**src/hw/exec_pkg.sv**
```systemverilog
// Constants, decode functions and carriers of the clear and call executor
// Operation
// RL1 - Clear-file writes 00h to the addressed file register and sets zero flag.
// RL2 - Clear-file pattern 00 0001 1fff ffff, seven-bit address, one cycle.
// RL3 - Pattern 00 0001 0xxx xxxx clears accumulator and sets zero flag.
// RL4 - Call first pushes current program counter plus one onto stack top.
// RL5 - Call 10 0kkk kkkk kkkk loads eleven-bit operand into counter bits 10:0.
// RL6 - Call loads counter bits 12:11 from page latch bits 4:3.
// RL7 - Call takes two cycles, flags unchanged, fetched next instruction discarded.
// RL8 - Pattern 00 0000 0110 0100 clears watchdog counter to 00h in one cycle.
// RL9 - Watchdog clear also resets watchdog prescaler count to zero.
// RL10 - Watchdog clear sets timeout_flag_n and power_down_flag_n to one; here a power-down request in the same cycle still clears pd_n_reg.
package exec_pkg;
    localparam int             PC_W         = 13;
    localparam int             K_W          = 11;
    localparam int             SP_W         = 3;
    localparam int             STACK_DEPTH  = 8;
    localparam logic [13:0]    OP_HI_MASK   = 14'h3f80;
    localparam logic [13:0]    CLR_FILE_VAL = 14'h0180;
    localparam logic [13:0]    CLR_ACC_VAL  = 14'h0100;
    localparam logic [13:0]    CALL_MASK    = 14'h3800;
    localparam logic [13:0]    CALL_VAL     = 14'h2000;
    localparam logic [13:0]    WDT_CLR_OP   = 14'h0064;
    localparam logic [7:0]     ZERO_BYTE    = 8'h00;
    localparam logic [7:0]     BYTE_MAX     = 8'hff;
    localparam logic [7:0]     BYTE_ONE     = 8'h01;
    localparam logic [12:0]    PC_ONE       = 13'h0001;
    localparam logic [12:0]    PC_RESET     = 13'h0000;
    localparam logic [2:0]     SP_ONE       = 3'h1;
    localparam int             PAGE_HI      = 4;
    localparam int             PAGE_LO      = 3;
    localparam int             ST_Z         = 2;
    localparam int             ST_PD        = 3;
    localparam int             ST_TO        = 4;
    localparam logic [2:0]     REG_STATUS   = 3'h0;
    localparam logic [2:0]     REG_PAGE     = 3'h1;
    localparam logic [2:0]     REG_ACC      = 3'h2;
    localparam logic [2:0]     REG_PC_LO    = 3'h3;
    localparam logic [2:0]     REG_PC_HI    = 3'h4;
    localparam logic [2:0]     REG_WDT      = 3'h5;
    localparam logic [2:0]     REG_PRESC    = 3'h6;

    // File register write port
    typedef struct packed {
        logic       we;
        logic [6:0] addr;
        logic [7:0] data;
    } file_wr_t;

    // Opcode decoders
    function automatic logic is_clear_file(input logic [13:0] i);
        return (i & OP_HI_MASK) == CLR_FILE_VAL;
    endfunction
    function automatic logic is_clear_acc(input logic [13:0] i);
        return (i & OP_HI_MASK) == CLR_ACC_VAL;
    endfunction
    function automatic logic is_call(input logic [13:0] i);
        return (i & CALL_MASK) == CALL_VAL;
    endfunction
    function automatic logic is_wdt_clear(input logic [13:0] i);
        return i == WDT_CLR_OP;
    endfunction
endpackage

```
**src/hw/clear_call_exec.sv**
```systemverilog
// Executor for clear-file, clear-accumulator, call and watchdog clear
//
// The implementer's own choices: the register offsets and the address-and-strobe port.
`timescale 1ns/1ns
module clear_call_exec (
    input  wire logic              mclk,           // 20 MHz clock
    input  wire logic              rst_n,          // Async reset
    input  wire logic [13:0]       instr,          // Fetched instruction
    input  wire logic              instr_valid,    // One pulse per cycle
    input  wire logic              power_down_req, // Sleep entry pulse
    input  wire logic [2:0]        reg_addr,       // Register address
    input  wire logic [7:0]        reg_wdata,      // Register write data
    input  wire logic              reg_wr,         // Write strobe
    input  wire logic              reg_rd,         // Read strobe
    output logic [7:0]             reg_rdata,      // Read data, next cycle
    output exec_pkg::file_wr_t     file_wr,        // File write port
    output logic [12:0]            pc,             // Program counter
    output logic [12:0]            return_stack_top, // Last pushed address, zero while the stack pointer is zero
    output logic                   exec_busy,      // Second call cycle
    output logic                   wdt_timeout     // Watchdog overflow
);

    ////////////////////////////////////////////////////////////////////
    // State
    logic [12:0]        pc_reg;
    logic [12:0]        pc_next;
    logic [2:0]         sp_reg;
    logic [2:0]         sp_next;
    logic [12:0]        stack_mem [exec_pkg::STACK_DEPTH];
    logic               push_en;
    logic [12:0]        pc_plus_one;
    logic               flush_reg;
    logic               flush_next;
    logic [7:0]         acc_reg;
    logic [7:0]         acc_next;
    logic               z_reg;
    logic               z_next;
    logic               to_n_reg;
    logic               to_n_next;
    logic               pd_n_reg;
    logic               pd_n_next;
    logic [7:0]         page_reg;
    logic [7:0]         page_next;
    exec_pkg::file_wr_t file_wr_reg;
    exec_pkg::file_wr_t file_wr_next;
    logic [7:0]         presc_reg;
    logic [7:0]         presc_next;
    logic [7:0]         wdt_reg;
    logic [7:0]         wdt_next;
    logic               timeout;
    logic [7:0]         rdata_reg;
    logic [7:0]         rdata_next;
    logic               exec;
    logic               do_call;
    logic               do_clr_file;
    logic               do_clr_acc;
    logic               do_wdt_clr;
    logic [12:0]        call_target;

    ////////////////////////////////////////////////////////////////////
    // Decode of the executing instruction
    assign exec        = instr_valid && !flush_reg;
    assign do_call     = exec && exec_pkg::is_call(instr);
    assign do_clr_file = exec && exec_pkg::is_clear_file(instr);
    assign do_clr_acc  = exec && exec_pkg::is_clear_acc(instr);
    assign do_wdt_clr  = exec && exec_pkg::is_wdt_clear(instr);
    assign pc_plus_one = pc_reg + exec_pkg::PC_ONE;
    assign call_target = {page_reg[exec_pkg::PAGE_HI:exec_pkg::PAGE_LO],
                          instr[exec_pkg::K_W-1:0]};

    ////////////////////////////////////////////////////////////////////
    // Core next state
    always_comb begin
        pc_next      = pc_reg;
        sp_next      = sp_reg;
        push_en      = 1'b0;
        flush_next   = flush_reg;
        acc_next     = acc_reg;
        z_next       = z_reg;
        to_n_next    = to_n_reg;
        pd_n_next    = pd_n_reg;
        page_next    = page_reg;
        file_wr_next = '0;
        if (instr_valid) begin
            if (flush_reg) begin
                flush_next = 1'b0;              // Discarded fetch [RL7]
            end else if (do_call) begin
                push_en    = 1'b1;              // Push return address [RL4]
                sp_next    = sp_reg + exec_pkg::SP_ONE;
                pc_next    = call_target;       // Paged target [RL5] [RL6]
                flush_next = 1'b1;              // Two cycles [RL7]
            end else begin
                pc_next = pc_plus_one;          // Single cycle [RL2]
            end
        end
        // Clear a file register
        if (do_clr_file) begin
            file_wr_next.we   = 1'b1;           // [RL2]
            file_wr_next.addr = instr[6:0];
            file_wr_next.data = exec_pkg::ZERO_BYTE; // [RL1]
            z_next            = 1'b1;           // [RL1]
        end
        // Clear the accumulator
        if (do_clr_acc) begin
            acc_next = exec_pkg::ZERO_BYTE;     // [RL3]
            z_next   = 1'b1;                    // [RL3]
        end
        // Status flags, a power-down request wins; a watchdog clear suppresses the overflow
        if (do_wdt_clr) begin
            to_n_next = 1'b1;                   // [RL10]
            pd_n_next = 1'b1;                   // [RL10]
        end
        if (power_down_req) begin
            pd_n_next = 1'b0;
        end
        if (timeout) begin
            to_n_next = 1'b0;
        end
        // Software page latch write
        if (reg_wr && reg_addr == exec_pkg::REG_PAGE) begin
            page_next = reg_wdata;
        end
    end

    // Core registers
    always_ff @(posedge mclk or negedge rst_n) begin
        if (!rst_n) begin
            pc_reg      <= exec_pkg::PC_RESET;
            sp_reg      <= '0;
            flush_reg   <= 1'b0;
            acc_reg     <= exec_pkg::ZERO_BYTE;
            z_reg       <= 1'b0;
            to_n_reg    <= 1'b1;
            pd_n_reg    <= 1'b1;
            page_reg    <= exec_pkg::ZERO_BYTE;
            file_wr_reg <= '0;
        end else begin
            pc_reg      <= pc_next;
            sp_reg      <= sp_next;
            flush_reg   <= flush_next;
            acc_reg     <= acc_next;
            z_reg       <= z_next;
            to_n_reg    <= to_n_next;
            pd_n_reg    <= pd_n_next;
            page_reg    <= page_next;
            file_wr_reg <= file_wr_next;
        end
    end

    // Return stack storage, circular with eight entries
    always_ff @(posedge mclk) begin
        if (push_en) begin
            stack_mem[sp_reg] <= pc_plus_one;   // [RL4]
        end
    end

    ////////////////////////////////////////////////////////////////////
    // Watchdog counter and prescaler
    assign timeout = (wdt_reg == exec_pkg::BYTE_MAX) &&
                     (presc_reg == exec_pkg::BYTE_MAX) && !do_wdt_clr;

    always_comb begin
        presc_next = presc_reg + exec_pkg::BYTE_ONE;
        wdt_next   = wdt_reg;
        if (presc_reg == exec_pkg::BYTE_MAX) begin
            wdt_next = wdt_reg + exec_pkg::BYTE_ONE;
        end
        if (do_wdt_clr) begin
            wdt_next   = exec_pkg::ZERO_BYTE;   // [RL8]
            presc_next = exec_pkg::ZERO_BYTE;   // [RL9]
        end
    end

    // Watchdog registers
    always_ff @(posedge mclk or negedge rst_n) begin
        if (!rst_n) begin
            presc_reg <= exec_pkg::ZERO_BYTE;
            wdt_reg   <= exec_pkg::ZERO_BYTE;
        end else begin
            presc_reg <= presc_next;
            wdt_reg   <= wdt_next;
        end
    end

    ////////////////////////////////////////////////////////////////////
    // Register read port
    always_comb begin
        rdata_next = exec_pkg::ZERO_BYTE;
        if (reg_rd) begin
            case (reg_addr)
                exec_pkg::REG_STATUS: begin
                    rdata_next[exec_pkg::ST_Z]  = z_reg;
                    rdata_next[exec_pkg::ST_PD] = pd_n_reg;
                    rdata_next[exec_pkg::ST_TO] = to_n_reg;
                end
                exec_pkg::REG_PAGE:  rdata_next = page_reg;
                exec_pkg::REG_ACC:   rdata_next = acc_reg;
                exec_pkg::REG_PC_LO: rdata_next = pc_reg[7:0];
                exec_pkg::REG_PC_HI: rdata_next = {3'h0, pc_reg[12:8]};
                exec_pkg::REG_WDT:   rdata_next = wdt_reg;
                exec_pkg::REG_PRESC: rdata_next = presc_reg;
                default:             rdata_next = exec_pkg::ZERO_BYTE;
            endcase
        end
    end

    // Read data register
    always_ff @(posedge mclk or negedge rst_n) begin
        if (!rst_n) begin
            rdata_reg <= exec_pkg::ZERO_BYTE;
        end else begin
            rdata_reg <= rdata_next;
        end
    end

    ////////////////////////////////////////////////////////////////////
    // Outputs
    assign reg_rdata        = rdata_reg;
    assign file_wr          = file_wr_reg;
    assign pc               = pc_reg;
    assign return_stack_top = (sp_reg == '0) ? exec_pkg::PC_RESET :
                              stack_mem[sp_reg - exec_pkg::SP_ONE];
    assign exec_busy        = flush_reg;
    assign wdt_timeout      = timeout;
endmodule // clear_call_exec

```
**config.mk**
```make
export PLATFORM = sky130hd
export DESIGN_NAME = clear_call_exec
export DESIGN_NICKNAME = d
export VERILOG_FILES = /design/src/hw/exec_pkg.sv /design/src/hw/clear_call_exec.sv
export SDC_FILE = /design/constraint.sdc
export NUM_CORES = 1
export LEC_CHECK = 0
export BUFFER_PORTS_ARGS = -buffer_cell sky130_fd_sc_hd__buf_2
export CORE_ASPECT_RATIO = 1.4
export CORE_MARGIN = 3
export CORE_UTILIZATION = 57
export DETAILED_ROUTE_END_ITERATION = 16
export PLACE_DENSITY = 0.78
export SLEW_MARGIN = 15
export SYNTH_ARGS = -nofsm -noshare
export SYNTH_HDL_FRONTEND = slang
export SYNTH_SLANG_ARGS = --single-unit
```
**constraint.sdc**
```tcl
create_clock -name mclk -period 3.42 [get_ports mclk]
set_clock_uncertainty 0.05 [all_clocks]
set_input_delay 0.342 -clock mclk [delete_from_list [all_inputs] [get_ports mclk]]
set_output_delay 0.342 -clock mclk [all_outputs]
set_load 0.05 [all_outputs]
```
==> metrics, run 1 <==
status=finished clean; sequential area share after synthesis=63.7%; # DRC=0; Worst R2R Setup Slack=1.02 ns; Core ar.=0.0124 mm2; Inst Count DP=735; H-Tree Depth=4; CP Max Fanout=26; top-area cell type share of the netlist area=a little over two fifths; Total Neg Setup Slack=0 ns; nets=around 640; Max VDD drop=around 0.00062 V; Chip Width=101 um; asr flop ratio synth=a little over a third; M2 GR Usage=40.3%; maxcap violations=0; largest family of logic cells by synthesized area=multiplexers; Die ar.=0.0142 mm2; number of global-route vias before repair=4896; Synth area leaders=edfxtp_1 (43%), dfrtp_1 (20%), mux4_2 (8.4%), o21ai_0 (2.3%), mux2_2 (2.2%); XOR/XNOR Fraction of Synth Area=3.26%; TritonCTS buffer count=17; GR Util met3=under 10%; Seq cells post-synth=164; worst hold path type=in2reg; Core Util, Final=68.0%; WP data arrival=2.57 ns; Num Clock Sinks=164; reg-to-reg critical path endpoint=stack_mem[7][12]; worst path required time=3.03 ns; DRT iter0 DRCs=373; Worst-path clk slew=0.06 ns; routability cong.=just under 0.9; PnR worst setup slack=0.460 ns; Final ANT Viol Nets=0; final WL=16200 um; largest net degree at the start of global routing=32; min cycle time layout=2.96 ns; post-synthesis simple-gate area fraction=between 10% and 20%; achievable clock frequency=roughly 0.34 GHz; Crit Path Category=reg2out; row cnt=48; top cells by count, synth=edfxtp_1 (104), dfrtp_1 (58), nand2_1 (39), nor2_1 (35), o21ai_0 (33); DP HPWL=10900 um; top-count cell post-synth=edfxtp_1; CTS resizes=0; RSZ-0062 raised after global routing=false; max FFs per register=104; prevailing post-synth register cell=edfxtp_1; vias per cell=6.22; GR Overflow Total=0; leakage=3.31 nW; hold depth=2; PwrDens=898 mW/mm2; Inserted Diodes=0; share of post-route cells with drive strength above 1=28.2%; PortBufs=74; Tot Pwr=about 7.5 mW; # fillers=866; largest area contributor in the netlist=edfxtp_1; syn_area_per_cell=13.9 um2; Critical Path Start Type=flop; Synth Area in Compound Gates=under 10%; Area Growth Syn to Fin=15.7%; CTS tree=done; crit path capture type=output port; Total Routing Usage GR=24.1%; count of final max-slew check failures=0; WL per Instance=21.0 um; met1 Usage GRT=30.5%; fin crit share=around 87%; initial antenna violation count=0; Distinct cells, synth=51; Clock Tree Buf Depth=2; multiplexer share of the synthesized area=11.0%; DIE HEIGHT=140 um; Root Driver=clkbuf_16; worst r2r src=pc[0]; Synth Cell Area=0.00726 mm2; Skew-Pair Late Insertion Delay=approximately 0.42 ns; first-pass GRT wire length=25800 um; total number of vias=4780; cell count after synthesis=522; launch point of the worst hold path=power_down_req; Rel. slew slack=51.5%; busiest grt layer=met2; r2r worst-path depth=4; EDFF count, synth=104; measured slew at the worst slew-check pin=0.722 ns; Finished Layout Cells=768; num ports=83; Final Setup Violations=0; pre-CTS setup slack=roughly 1 ns; Hold Fails Final Rpt=0; Synth Area in Adders=1.03%; hold worst-path end=pd_n_reg; Initial Utilization=58.7%; number of synthesis warnings=0; First-pass DRT Iterations=5
## layout make-up
class / instances / area [um2] / area share [%]
flip-flops and latches: 164 / 4630 / 55.1
multi-input cells: 321 / 2450 / 29.2
repair buffers: 95 / 531 / 6.31
clock buffers: 21 / 493 / 5.86
well taps: 150 / 188 / 2.23
clock inverters: 11 / 93.8 / 1.12
inverters: 6 / 22.5 / 0.268
## power by group
part | total [mW] | internal [mW] | switching (mW)
clock | 1.85 | 1.11 | 0.748
sequential | 2.76 | 2.49 | 0.271
combinational | 2.93 | 0.922 | 2.01
total | 7.55 | 4.52 | 3.03
## logic make-up (layout without fill, tap and decap cells)
family,after synthesis,after routing
buf+inv,44,133
flops,164,164
other cells,1,8
fa+ha+maj,6,6
compound gates,87,87
xor+xnor,27,27
mux,44,44
simple gates,149,149
## through the flow
step / hold WS (ns) / instance area, um2
global placement: 0.354 / 7810
global route: 0.0744 / 8410
detailed placement: 0.371 / 7810
finish: 0.0916 / 8410
CTS: 0.0784 / 8410
floorplan: -0.00359 / 7290
## critical path, cell delays in order, from the launching register on
cell     delay, ns
dfrtp_1       0.45
inv_1         0.14
ha_1          0.33
buf_4         0.36
mux4_2        0.35
o21ai_0       0.13
nand2_1       0.14
buf_2         0.24
## layout by cell type (no fill, tap or decap), types with 10 or more instances in the layout
cell       instances
a21oi_1           11
and2_1            10
buf_2             74
buf_4             20
clkbuf_16         19
dfrtp_1           57
edfxtp_1         104
mux2_2            14
mux4_2            27
nand2_1           39
nand3_1           15
nor2_1            35
o21ai_0           33
xnor2_1           15
xor2_1            12
## worst max path at each step
stage               slack [ns]                    to  startpoint
global route              0.36   return_stack_top[9]   sp_reg[1]
floorplan                 0.21           wdt_timeout   exec_busy
detailed placement         1.0  return_stack_top[12]   sp_reg[1]
CTS                       0.45   return_stack_top[9]   sp_reg[1]
global placement          1.07  return_stack_top[12]   sp_reg[1]
finish                    0.46   return_stack_top[9]   sp_reg[1]
## per-layer routing
layer	vias up	routed length, um
met1	2402	5960
met4	0	475
met3	36	972
met2	223	8750
met5	-	0
li1	2119	-
## timing repair
action                                 4_1_cts  5_1_grt
endpoints found under the hold margin       28        0
hold buffers                                 1        0
buffers inserted                             0        0
No activity file was read; power rests on OpenSTA's default activity.
==> inputs of run 2 (changes only) <==
--- a/config.mk
+++ b/config.mk
@@ -5,12 +5,12 @@
 export SDC_FILE = /design/constraint.sdc
 export NUM_CORES = 1
 export LEC_CHECK = 0
-export BUFFER_PORTS_ARGS = -buffer_cell sky130_fd_sc_hd__buf_2
 export CORE_ASPECT_RATIO = 1.4
 export CORE_MARGIN = 3
 export CORE_UTILIZATION = 57
 export DETAILED_ROUTE_END_ITERATION = 16
-export PLACE_DENSITY = 0.78
+export DONT_BUFFER_PORTS = 1
+export PLACE_DENSITY = 0.72
 export SLEW_MARGIN = 15
 export SYNTH_ARGS = -nofsm -noshare
 export SYNTH_HDL_FRONTEND = slang
==> metrics, run 2 (synthesized netlist as in run 1, its figures left out) <==
status=finished clean; num ports=83 (unchanged); share of post-route cells with drive strength above 1=19.9% (-8.3 points); Seq pwr share=36.8% (+0.2 points); measured slew at the worst slew-check pin=1.00 ns (+0.280 ns); Skew-Pair Late Insertion Delay=0.42 ns (about the same); initial antenna violation count=0 (unchanged); Root Driver=clkbuf_16; largest net degree at the start of global routing=61 (+91%); PwrDens=953 mW/mm2 (+6.1%); Clock Tree Buf Depth=2 (unchanged); Max VDD drop=0.000527 V (-16%); WL per Instance=22.6 um (+7.5%); cell internal pwr=4.91 mW (+8.7%); commonest non-fill, non-tap cell in the layout=edfxtp_1; vias per cell=6.31 (+1.3%); row cnt=48 (unchanged); crit path capture type=output port; Core Util, Final=68.1% (+0.19 points); Fin Hold WS=0.0216 ns (-0.0701 ns); post-CTS setup buffer count=0 (unchanged); Initial Utilization=58.7% (unchanged); Chip Width=101 um (unchanged); Clock power frac=21.3% (-3.3 points); Worst-path clk slew=0.06 ns (about the same); most frequent cells in the layout=edfxtp_1 (104), dfrtp_1 (57), nand2_1 (39); PortBufs=0 (-100%); PnR worst setup slack=0.447 ns (-0.0131 ns); TritonCTS buffer count=17 (unchanged); achievable clock frequency=0.336 GHz (-0.44%); Crit Path Category=reg2out; Critical Path Start Type=flop; Worst R2R Setup Slack=0.76 ns (-0.26 ns); CP Max Fanout=15 (-42%); DRT iter0 DRCs=318 (-15%); Area Growth Syn to Fin=16.1%; RSZ-0062 raised after global routing=false; Inserted Diodes=0 (unchanged); total number of vias=4560 (-4.6%); Total Neg Setup Slack=0 ns (unchanged); First-pass DRT Iterations=5 (unchanged); min cycle time layout=2.97 ns (+0.0131 ns); maxcap violations=0 (unchanged); worst path required time=3.03 ns (about the same); # DRC=0 (unchanged); fin crit share=86.9% (+0.38 points); WP data arrival=2.58 ns (about the same); CTS tree=done; Final Setup Violations=0 (unchanged); Comb pwr share=41.9% (+3.1 points); DP HPWL=10800 um (-0.52%); Hold Fails Final Rpt=0 (unchanged); DIE HEIGHT=140 um (unchanged); first-pass GRT wire length=26100 um (+1.4%); Final ANT Viol Nets=0 (unchanged); nets=597 (-7.0%); GR Overflow Total=0 (unchanged); number of global-route vias before repair=4682 (-4.4%); switching part of the total=38.8% (-1.3 points); pre-CTS setup slack=0.809 ns (-0.188 ns); Sw Pwr=3.12 mW (+2.9%); max FFs per register=104 (unchanged); Rel. slew slack=33.1% (-18 points); worst hold path type=in2reg; H-Tree Depth=4 (unchanged); leakage=3.15 nW (-4.8%); Die ar.=0.0142 mm2 (unchanged); Core ar.=0.0124 mm2 (unchanged); Num Clock Sinks=164 (unchanged); Total Routing Usage GR=24.8% (+0.72 points); routability cong.=0.937 (+5.7%); final WL=16400 um (+1.2%); count of final max-slew check failures=0 (unchanged)
==> run 2: path summary, 6_finish.rpt <==
check,startpoint,end,cells past startpoint
max in group asynchronous,rst_n,to_n_reg,2
worst max register to register,pc[1],stack_mem[4][8],4
worst min register to register,to_n_reg,to_n_reg,2
worst max-delay path,exec_busy,wdt_timeout,5
worst min-delay path,instr[0],file_wr[8],1
min in group asynchronous,rst_n,reg_rdata[1],2
==> run 2: stage by stage <==
step / std cells / power [mW] / instance area [um2]
after floorplan: 529 / 4.94 / 7290
after global placement: 676 / 6.26 / 7740
after detailed placement: 676 / 6.33 / 7740
after CTS: 722 / 8.07 / 8420
after global routing: 723 / 8.38 / 8430
final: 723 / 8.03 / 8430
==> run 2: layout make-up <==
type                       count  area (um2)
fill                         883        3940
tap                          150         188
clock buffer                  20         437
multi-input combinational    321        2470
clock inverter                12        90.1
timing repair buffer          50         593
sequential                   164        4630
inverter                       6        22.5
==> run 2: power by group through the flow <==
stage / sequential [mW] / clock [mW] / combinational [mW]
after global placement: 2.98 / 0 / 3.28
after detailed placement: 2.99 / 0 / 3.34
final: 2.96 / 1.71 / 3.36
after floorplan: 2.93 / 0 / 2.01
after CTS: 2.95 / 1.73 / 3.39
after global routing: 2.98 / 1.81 / 3.59
==> run 2: routing by layer <==
metal	part of all wire, %	GRT usage [%]
met4	2.7	9.45
met1	38	31.0
met5	0	0
met3	6.2	6.27
met2	53	41.4
==> run 2: worst max-delay path, stage by stage, from the launching register on <==
cell and delay, ns:
dfrtp_1 0.68, nand2b_1 0.59, nor4_2 0.13, and3_1 0.23
nor4_2 0.28, buf_4 0.24
==> run 2: what timing repair did <==
| item | in CTS | in global routing |
|---|---|---|
| hold buffers | 14 | 1 |
| gates resized for setup | 0 | 0 |
| hold endpoints to repair | 72 | 1 |
==> inputs of run 3 (changes only) <==
--- a/config.mk
+++ b/config.mk
@@ -8,6 +8,7 @@
 export CORE_ASPECT_RATIO = 1.4
 export CORE_MARGIN = 3
 export CORE_UTILIZATION = 57
+export CTS_BUF_LIST = sky130_fd_sc_hd__clkbuf_8
 export DETAILED_ROUTE_END_ITERATION = 16
 export DONT_BUFFER_PORTS = 1
 export PLACE_DENSITY = 0.72
==> metrics, run 3 (synthesized netlist as in run 1, its figures left out) <==
status=finished clean; worst r2r src=pc[1]; most frequent cells in the layout=edfxtp_1 (104), dfrtp_1 (57), nand2_1 (39); Worst path most repeated cell=nor4_2; Core ar.=0.0124 mm2 (unchanged); Placement Cell Area=0.00774 mm2 (unchanged); Die ar.=0.0142 mm2 (unchanged); post-CTS setup buffer count=0 (unchanged); Setup crit end=wdt_timeout; count of final max-slew check failures=0 (unchanged); max incr delay on CP=0.69 ns (about the same); maxcap violations=0 (unchanged); Worst R2R Setup Slack=0.76 ns (about the same); routability cong.=0.937 (unchanged); # DRC=0 (unchanged); M2 GR Usage=40.8% (-0.59 points); H-Tree Depth=4 (unchanged); CP Max Fanout=15 (unchanged); largest net degree at the start of global routing=61 (unchanged); RSZ-0062 raised after global routing=false; First-pass DRT Iterations=5 (unchanged); Critical Path Start Type=flop; fin crit share=88.2% (+1.3 points); crit path capture type=output port; DP HPWL=10800 um (unchanged); measured slew at the worst slew-check pin=0.966 ns (-0.0373 ns); Area Growth Syn to Fin=14.8%; DRT iter0 DRCs=361 (+14%); first-pass GRT wire length=25800 um (-1.0%); busiest grt layer=met2; Final Setup Violations=0 (unchanged); Rel. slew slack=35.6% (+2.5 points); CTS resizes=0 (unchanged); Clock Tree Buf Depth=2 (unchanged); Finished Cell Area=0.00834 mm2 (-1.1%); share of post-route cells with drive strength above 1=19.6% (-0.34 points); r2r worst-path depth=4 (unchanged); GR Overflow Total=0 (unchanged); Num Clock Sinks=164 (unchanged); Initial Utilization=58.7% (unchanged); max FFs per register=104 (unchanged); Total Neg Setup Slack=0 ns (unchanged); number of global-route vias before repair=4677 (-0.11%); Skew-Pair Late Insertion Delay=0.44 ns (+0.02 ns); met1 Usage GRT=30.6% (-0.37 points); PortBufs=0 (unchanged); worst path required time=3.03 ns (about the same); Max VDD drop=0.000528 V (+0.27%); total number of vias=4587 (+0.59%); Core Util, Final=67.4% (-0.74 points); vias per cell=6.26 (-0.78%); worst hold path type=in2reg; final WL=16000 um (-2.3%); PwrDens=900 mW/mm2 (-5.5%); nets=607 (+1.7%); commonest non-fill, non-tap cell in the layout=edfxtp_1; DIE HEIGHT=140 um (unchanged); Crit-path slowest cell=dfrtp_1; min cycle time layout=3.02 ns (+0.0436 ns); leakage=3.12 nW (-0.95%); worst setup path startpoint=exec_busy; Crit Path Category=reg2out; GR Util met3=5.47% (-0.80 points); TritonCTS buffer count=17 (unchanged); cells along the critical path=nand2b_1 -> nor4_2 -> and3_1 -> nor4_2 -> buf_4; Inserted Diodes=0 (unchanged); WL per Instance=21.8 um (-3.7%); Total Routing Usage GR=24.3% (-0.46 points); Final ANT Viol Nets=0 (unchanged); achievable clock frequency=0.332 GHz (-1.4%); reg-to-reg critical path endpoint=stack_mem[4][8]; Chip Width=101 um (unchanged); Hold Fails Final Rpt=0 (unchanged); Root Driver=clkbuf_8; initial antenna violation count=0 (unchanged); row cnt=48 (unchanged); Tot Pwr=7.51 mW (-6.5%); Worst-path clk slew=0.08 ns (+0.02 ns); WP data arrival=2.62 ns (+0.04 ns); num ports=83 (unchanged); CTS tree=done
-- run 3: cell count changes in the layout (fill, tap and decap cells not counted), sizes merged --
cell         previous run  this run
dlygate4sd3            14        24
clkbuf                 20        17
inv                     6         9
-- run 3: routing by layer --
| layer | part of all wire [%] | routed length (um) | vias up |
|---|---|---|---|
| met1 | 36 | 5830 | 2301 |
| li1 | - | - | 2040 |
| met2 | 54 | 8570 | 212 |
| met5 | 0 | 0 | - |
| met3 | 7.2 | 1150 | 34 |
| met4 | 2.7 | 427 | 0 |
-- run 3: cell type report --
type,instances,area [um2]
clock buffers,17,234
clock inverters,15,101
well taps,150,188
repair buffers,60,693
fillers,888,4030
flip-flops and latches,164,4630
multi-input cells,321,2470
inverters,6,22.5
-- run 3: worst min path at each step --
stage	start	to	slack (ns)	cells past startpoint
2_1_floorplan	rst_n	exec_busy	-0.004	0
6_report	reg_addr[2]	reg_rdata[7]	0.07	2
5_1_grt	reg_addr[2]	reg_rdata[7]	0.06	2
3_3_place_gp	rst_n	wdt_reg[0]	-0.002	0
4_1_cts	reg_addr[2]	reg_rdata[6]	0.04	2
3_5_place_dp	rst_n	wdt_reg[0]	-0.002	0
-- run 3: critical path, delay by kind of cell, from the launching register on --
| kind | cells | cell delay [ns] |
|---|---|---|
| DFF | 1 | 0.69 |
| and+or+nand+nor | 4 | 1.24 |
| buffers and inverters | 1 | 0.24 |
-- run 3: where the power goes --
group	switching [mW]	internal, mW
combinational	1.91	1.45
sequential	0.468	2.48
clock	0.647	0.552
total	3.02	4.49
-- run 3: metrics by stage --
step                      worst slack (ns)  instances  hold slack (ns)
after floorplan                      0.208        529         -0.00359
after global placement               0.927        676         -0.00167
after detailed placement             0.809        676         -0.00186
after CTS                            0.413        733           0.0368
after global routing                 0.306        733           0.0602
final                                0.404        733           0.0700
-- run 3: what timing repair did --
| item | in CTS | in global routing |
|---|---|---|
| setup endpoints to repair | 0 | 0 |
| hold buffers | 25 | 0 |
| endpoints found under the hold margin | 88 | 0 |
